### config.mk
export PLATFORM = sky130hd
export DESIGN_NAME = kre_keypad_editor
export DESIGN_NICKNAME = d
export VERILOG_FILES = /design/src/inc/kre_pkg.sv /design/src/rtl/kre_value_mem.sv /design/src/rtl/kre_keypad_editor.sv
export VERILOG_INCLUDE_DIRS = /design/src /design/src/inc
export SDC_FILE = /design/constraint.sdc
export NUM_CORES = 2
export LEC_CHECK = 0
export BUFFER_PORTS_ARGS = -buffer_cell sky130_fd_sc_hd__buf_2
export CAP_MARGIN = 20
export CORE_UTILIZATION = 55
export DETAILED_ROUTE_END_ITERATION = 16
export PLACE_DENSITY_LB_ADDON = 0.25
export SYNTH_ARGS = -nofsm -noshare
export SYNTH_HDL_FRONTEND = slang
export SYNTH_SLANG_ARGS = --single-unit
### constraint.sdc
create_clock -name clock -period 6.1 [get_ports clock]
set_input_delay 1.22 -clock clock [delete_from_list [all_inputs] [get_ports clock]]
set_output_delay 1.22 -clock clock [all_outputs]
set_load 0.005 [all_outputs]
### src/inc/kre_defines.svh
// constants for the keypad register editor
// assumes inclusion by bare name from package and rtl files
`ifndef KRE_DEFINES_SVH
`define KRE_DEFINES_SVH
`define KRE_MENU_COUNT 4
`define KRE_MENU_W 2
`define KRE_REG_W 4
`define KRE_REGS_PER_MENU 16
`define KRE_DIGITS 6
`define KRE_CUR_W 3
`define KRE_VALUE_W 24
`define KRE_ACODE_W 7
`define KRE_VERSION_ID 32'h00c0ffee
`endif

### src/inc/kre_pkg.sv
// types for the keypad register editor
// assumes kre_defines.svh is on the include path
`include "kre_defines.svh"
package kre_pkg;
   typedef enum logic [1:0] {KRE_MENU_DATA, KRE_MENU_SETUP, KRE_MENU_ADJUST, KRE_MENU_TEST} kre_menu_t;
   typedef enum {KRE_ST_RUN, KRE_ST_MENU, KRE_ST_NAME, KRE_ST_VALUE} kre_state_t;
   typedef logic [`KRE_VALUE_W-1:0] kre_value_t;
endpackage : kre_pkg

### src/rtl/kre_value_mem.sv
// register value store, one bcd word per register, registered read
// assumes a single clock; write and read addresses are independent
`timescale 1ns/1ns
module kre_value_mem #(
   parameter int AW = 6,
   parameter int DW = 24
) (
   // clocking
   input wire logic clock,
   input wire logic clkEn,
   // write port
   input wire logic wrEn,
   input wire logic [AW-1:0] wrAddr,
   input wire logic [DW-1:0] wrData,
   // read port
   input wire logic [AW-1:0] rdAddr,
   output logic [DW-1:0] rdData
);
   logic [DW-1:0] mem [0:(1<<AW)-1];

   // no reset on the array; contents come from the persistent store at boot
   always_ff @(posedge clock)
   begin
      if (clkEn)
      begin
         if (wrEn)
            mem[wrAddr] <= wrData;
         rdData <= mem[rdAddr];
      end
   end
endmodule : kre_value_mem

### src/rtl/kre_keypad_editor.sv
// operator panel: menu walk and digit editing on four keys and a slide switch
// assumes keys are debounced, synchronous one-cycle presses
`timescale 1ns/1ns
`include "kre_defines.svh"
module kre_keypad_editor #(
   parameter int REGS_PER_MENU = `KRE_REGS_PER_MENU
) (
   // clock and reset
   input wire logic clock,
   input wire logic rst,
   input wire logic clkEn,
   // operator controls
   input wire logic editPosition,
   input wire logic keyDown,
   input wire logic keyUp,
   input wire logic keyExit,
   input wire logic keyEnter,
   // display
   output kre_pkg::kre_menu_t menuSel,
   output logic [`KRE_REG_W-1:0] regSel,
   output logic showVersion,
   output logic showValue,
   output logic digitHighlight,
   output logic [`KRE_CUR_W-1:0] cursorPos,
   output kre_pkg::kre_value_t dispValue,
   output logic [`KRE_ACODE_W-1:0] accessCode,
   // system
   output logic suspendOps,
   output logic serialAllowed,
   output logic nvWrite,
   output logic [`KRE_ACODE_W-1:0] nvCode,
   output kre_pkg::kre_value_t nvData
);
   import kre_pkg::*;

   typedef struct packed {
      kre_state_t st;
      kre_menu_t menu;
      logic [`KRE_REG_W-1:0] regIdx;
      logic [`KRE_CUR_W-1:0] cur;
      kre_value_t edit;
      logic loadPend;
      logic showVer;
      logic valShow;
      logic suspend;
      logic serOk;
      logic nvWr;
      logic [`KRE_ACODE_W-1:0] nvCodeQ;
      kre_value_t nvDataQ;
      logic [`KRE_ACODE_W-1:0] acode;
   } kre_state_s_t;

   kre_state_s_t s_r, s_nxt;
   kre_value_t memRd;
   logic memWr;

   // access code: menu in high bits, register index low (one per register)
   function automatic logic [`KRE_ACODE_W-1:0] codeOf(input kre_menu_t m, input logic [`KRE_REG_W-1:0] r);
      codeOf = {1'b0, m, r};
   endfunction : codeOf

   // one bcd nibble stepped with wrap, other nibbles kept
   function automatic kre_value_t stepDigit(input kre_value_t v, input logic [`KRE_CUR_W-1:0] c,
                                            input logic inc);
      kre_value_t o;
      logic [3:0] d;
      o = v;
      d = v[c*4 +: 4];
      if (inc)
         d = (d >= 4'h9) ? 4'h0 : d + 4'h1;
      else
         d = (d == 4'h0) ? 4'h9 : d - 4'h1;
      o[c*4 +: 4] = d;
      stepDigit = o;
   endfunction : stepDigit

   kre_value_mem #(
      .AW(`KRE_ACODE_W - 1),
      .DW(`KRE_VALUE_W)
   ) valueMem (
      .clock(clock),
      .clkEn(clkEn),
      .wrEn(memWr),
      .wrAddr(s_r.nvCodeQ[`KRE_ACODE_W-2:0]),
      .wrData(s_r.nvDataQ),
      .rdAddr(s_r.acode[`KRE_ACODE_W-2:0]),
      .rdData(memRd)
   );
   assign memWr = s_r.nvWr;

   // menu walk; keys are ignored outside the edit position
   always_comb
   begin
      s_nxt = s_r;
      s_nxt.nvWr = 1'b0;
      s_nxt.loadPend = 1'b0;
      if (s_r.loadPend)
         s_nxt.edit = memRd;
      case (s_r.st)
         KRE_ST_RUN:
         begin
            if (editPosition)
               s_nxt.st = KRE_ST_MENU;
         end
         KRE_ST_MENU:
         begin
            if (keyDown)
               s_nxt.menu = kre_menu_t'(s_r.menu + 2'h1);
            else if (keyUp)
               s_nxt.menu = kre_menu_t'(s_r.menu - 2'h1);
            else if (keyEnter)
            begin
               s_nxt.st = KRE_ST_NAME;
               s_nxt.regIdx = '0;
            end
         end
         KRE_ST_NAME:
         begin
            if (keyDown)
               s_nxt.regIdx = (s_r.regIdx == `KRE_REG_W'(REGS_PER_MENU - 1)) ? '0 : s_r.regIdx + 1'b1;
            else if (keyUp)
               s_nxt.regIdx = (s_r.regIdx == '0) ? `KRE_REG_W'(REGS_PER_MENU - 1) : s_r.regIdx - 1'b1;
            else if (keyExit)
               s_nxt.st = KRE_ST_MENU;
            else if (keyEnter)
            begin
               s_nxt.st = KRE_ST_VALUE;
               s_nxt.cur = '0;
               s_nxt.loadPend = 1'b1;
            end
         end
         KRE_ST_VALUE:
         begin
            if (keyDown)
               s_nxt.edit = stepDigit(s_r.edit, s_r.cur, 1'b1);
            else if (keyUp)
               s_nxt.edit = stepDigit(s_r.edit, s_r.cur, 1'b0);
            else if (keyExit)
               s_nxt.cur = (s_r.cur == `KRE_CUR_W'(`KRE_DIGITS - 1)) ? '0 : s_r.cur + 1'b1;
            else if (keyEnter)
            begin
               s_nxt.st = KRE_ST_NAME;
               s_nxt.nvWr = 1'b1;
               s_nxt.nvCodeQ = s_r.acode;
               s_nxt.nvDataQ = s_r.edit;
            end
         end
         default:
            s_nxt.st = KRE_ST_RUN;
      endcase
      // outside the edit position every key is dropped, a pending load too, the edit word is kept, and the panel returns to run
      if (!editPosition)
      begin
         s_nxt = s_r;
         s_nxt.nvWr = 1'b0;
         s_nxt.loadPend = 1'b0;
         s_nxt.st = KRE_ST_RUN;
      end
      s_nxt.acode = codeOf(s_nxt.menu, s_nxt.regIdx);
      s_nxt.showVer = (s_nxt.st == KRE_ST_RUN);
      s_nxt.valShow = (s_nxt.st == KRE_ST_VALUE);
      s_nxt.suspend = (s_nxt.st != KRE_ST_RUN);
      s_nxt.serOk = (s_nxt.st == KRE_ST_RUN);
   end

   // state register, frozen while the clock enable is low
   always_ff @(posedge clock or posedge rst)
   begin
      if (rst)
      begin
         s_r <= '0;
         s_r.st <= KRE_ST_RUN;
         s_r.showVer <= 1'b1;
         s_r.serOk <= 1'b1;
      end
      else if (clkEn)
         s_r <= s_nxt;
   end

   assign menuSel = s_r.menu;
   assign regSel = s_r.regIdx;
   assign showVersion = s_r.showVer;
   assign showValue = s_r.valShow;
   assign digitHighlight = s_r.valShow;
   assign cursorPos = s_r.cur;
   assign dispValue = s_r.edit;
   assign accessCode = s_r.acode;
   assign suspendOps = s_r.suspend;
   assign serialAllowed = s_r.serOk;
   assign nvWrite = s_r.nvWr;
   assign nvCode = s_r.nvCodeQ;
   assign nvData = s_r.nvDataQ;
endmodule : kre_keypad_editor

==> flow_metrics.tcl <==
set metrics [dict create \
    status "completed" \
    synth_top_area_cell "edfxtp_1" \
    cts_max_level 4 \
    ys_top_cells_by_area "edfxtp_1, mux4_2, dfrtp_1" \
    cts_resized 0 \
    gp_congestion 0.9252 \
    clkLatencyLatePin_ns 0.79 \
    tightest_slew_ns 1.131 \
    crit_buf_inv 0 \
    via_per_inst 6.722 \
    via_count 32250 \
    cp_top_family "compound AO/OA/AOI/OAI gates" \
    rsz0062_at_grt "no" \
    cp.arrival_ns 4.62 \
    clock-root-buffer "clkbuf_16" \
    start_util 0.5569 \
    grt_pass1_vias 31900 \
    cp_max_fo 24 \
    slowest_delay_ns 0.97 \
    max_slew_margin 0.2381 \
    cp-start-kind "flip-flop" \
    finalSetupViolCount 0 \
    cellLeakagePower_nw 21.87 \
    ys_ff_latch 1660 \
    io_pins 85 \
    cts_setup_buffers 0 \
    fin_crit_sh 0.6499 \
    final_cell_mix "edfxtp_1, mux4_2, clkbuf_16, nand2_1, buf_4" \
    cts_tree "yes" \
    clkTransAtPathRegs_ns 0.06 \
    grt_util_met1 0.4180 \
    cts-buffers-inserted 165 \
    crit_chain "mux4_1, a21oi_1, ha_1, nor2b_1, and2_1, a32o_1, a221oi_2, o221ai_1, a221o_1" \
    end_kind "flip-flop" \
    num_rows 125 \
    total_power_mw 29.41 \
    finClkSkew_ns 0.03607 \
    setup_slack_ns 2.136 \
    drt_wl_total_um 167200 \
    busiest_layer "met2" \
    hold_path.class "flip-flop to flip-flop" \
    drv_cap 0 \
    grt_pass1_wl_um 239500 \
    avgRoutedWirePerCell_um 34.85 \
    drt_iter0_markers 4668 \
    cpMaxStageDelayCell "dfrtp_1" \
    max_freq_mhz 252.3 \
    synth_area_mm2 0.06489 \
    fin_tns_setup_ns 0 \
    area.growth.synth_to_final_pct 12.04 \
    required_ns 6.76 \
    first_pass_iters 6 \
    ys_seq_area_frac 0.7605 \
    nFillCells 7663 \
    fin_crit_ns 3.964 \
    cts_hold_buf 0 \
    antenna_found_initial 11 \
    drive_above_1_share 0.3113 \
    synth_edf_count 1560 \
    drc_errors 0 \
    syn_area_per_cell_um2 21.65 \
    critPathKind "flip-flop to flip-flop" \
    grtUsageMet3 0.06530 \
    ys_types 73 \
    cts_sinks 1660 \
    pre_cts_ws_ns 1.992 \
    grt_overflow 0 \
    synthFlopType "edfxtp_1" \
    grtUsageTotal 0.2851 \
    yosysTopAreaCellShare 0.7219 \
    cts_max_path_buffers 3 \
    grt_use_met2 0.4366 \
    grt_max_degree 123 \
    io_buffer_count 82 \
    die_y_um 345.5 \
    synth_warnings 0 \
    power.density_mw_per_mm2 404.5 \
    final_nets 3155 \
    synthCells 2997 \
    peakVddDrop_v 0.0004803 \
    hpwl_um 96930 \
    die_area_mm2 0.1194 \
    final_common_cell "edfxtp_1" \
    ant_nets 0 \
    ys_async_sr_fraction 0.06024 \
    core_mm2 0.1165 \
    die_w_um 345.5 \
    timing_hold_violations_final 0 \
    slew_viol_final 0 \
]
## tightest hold or removal path: cells and delay by family (launching register included)
family        cells  cell delay (ns)
flops             1             0.37
simple gates      2             0.12
## Yosys cell counts (2+ instances only)
cell type and n:
or2_2 2, a21o_1 3, o2111ai_1 2, nor2_1 98
a22oi_1 79, nand3b_1 4, o221ai_1 3, mux2_2 3
a21oi_1 15, buf_4 73, or3_1 2, nand2b_1 3
or4_1 2, mux2i_1 10, a32o_1 2, o211ai_1 3
nor4b_1 2, mux4_2 480, a221oi_1 2, and3_1 6
a32oi_1 2, edfxtp_1 1560, and4_1 2, xor2_1 2
nor3_1 11, o21ai_0 44, nor3b_1 3, dfrtp_1 99
nand3_1 20, ha_1 12, buf_1 39, buf_2 4
nand4b_1 2, o32ai_1 2, nand2_1 154, nor4_1 10
nand4_1 11, or3b_2 2, nor2b_1 40, o31ai_1 3
a31oi_1 2, and2_1 5, inv_1 20, clkbuf_1 113
o2bb2ai_1 13
## registers in the layout, summed over array words and instances, names as in the netlist
| register | count |
|---|---|
| nvWrite | 1 |
| valueMem.mem | 1536 |
| accessCode | 1 |
| s_r | 33 |
| valueMem.rdData | 24 |
| dispValue | 24 |
| nvData | 24 |
| digitHighlight | 1 |
| suspendOps | 1 |
| serialAllowed | 1 |
| regSel | 3 |
| cursorPos | 3 |
| nvCode | 6 |
| menuSel | 2 |
## where the power goes
part	internal, mW	switching [mW]	leakage [nW]
Combinational	2.97	3.53	4.79
Clock	5.65	4.28	2.56
Sequential	12.6	0.339	14.5
Total	21.3	8.15	21.9
## final timing paths
path / startpoint / to / slack (ns) / cells after the start
max reg2reg: cursorPos[0]$_DFFE_PP0P_ / dispValue[13]$_DFFE_PP0P_ / 2.14 / 9
min reg2reg: serialAllowed$_DFFE_PP1P_ / serialAllowed$_DFFE_PP1P_ / 0.49 / 2
max in group asynchronous: rst / nvData[8]$_DFFE_PP0P_ / 4.38 / 3
min: serialAllowed$_DFFE_PP1P_ / serialAllowed$_DFFE_PP1P_ / 0.49 / 2
min in group asynchronous: rst / dispValue[23]$_DFFE_PP0P_ / 0.58 / 2
max: cursorPos[0]$_DFFE_PP0P_ / dispValue[13]$_DFFE_PP0P_ / 2.14 / 9
## area by class of cell
cell class | count | area [µm²] | share of cell area
antenna | 1 | 2.502 | 0.00003442
clock buffer | 209 | 4325 | 0.05949
clock inverter | 96 | 967.2 | 0.01330
inverter | 20 | 77.57 | 0.001067
multi-input combinational | 1088 | 14560 | 0.2003
sequential | 1660 | 49390 | 0.6794
tap | 1524 | 1907 | 0.02623
timing repair buffer | 200 | 1466 | 0.02017
## through the flow
| stage | hold slack (ns) | util | instance area [µm²] | cells |
|---|---|---|---|---|
| after floorplan | 0.4564 | - | 64890 | 2998 |
| after global placement | 0.4831 | 0.5783 | 67380 | 4491 |
| after detailed placement | 0.4851 | 0.5785 | 67410 | 4492 |
| after CTS | 0.4955 | 0.6239 | 72700 | 4797 |
| after global routing | 0.5272 | 0.6239 | 72700 | 4797 |
| final | 0.4940 | 0.6240 | 72700 | 4798 |
## layer usage
| layer | vias to the layer above | wire (µm) |
|---|---|---|
| met5 | - | 46 |
| met4 | 6 | 4192 |
| met3 | 248 | 18240 |
| met2 | 2030 | 79010 |
| met1 | 17230 | 65730 |
| li1 | 12740 | - |
## cells by family (layout without fill, tap and decap cells)
group | after synthesis | in the layout | synth area share
flip-flops | 1660 | 1660 | 0.7605
multiplexers | 495 | 495 | 0.1693
AND/OR/NAND/NOR | 380 | 380 | 0.02686
buffers and inverters | 250 | 525 | 0.01888
AO/OA/AOI/OAI | 197 | 197 | 0.02181
adder cells (fa/ha/maj) | 12 | 12 | 0.002314
XOR/XNOR | 2 | 2 | 0.0002700
other | 1 | 3 | 0.00005779
Power figures use the tool's default switching activity.
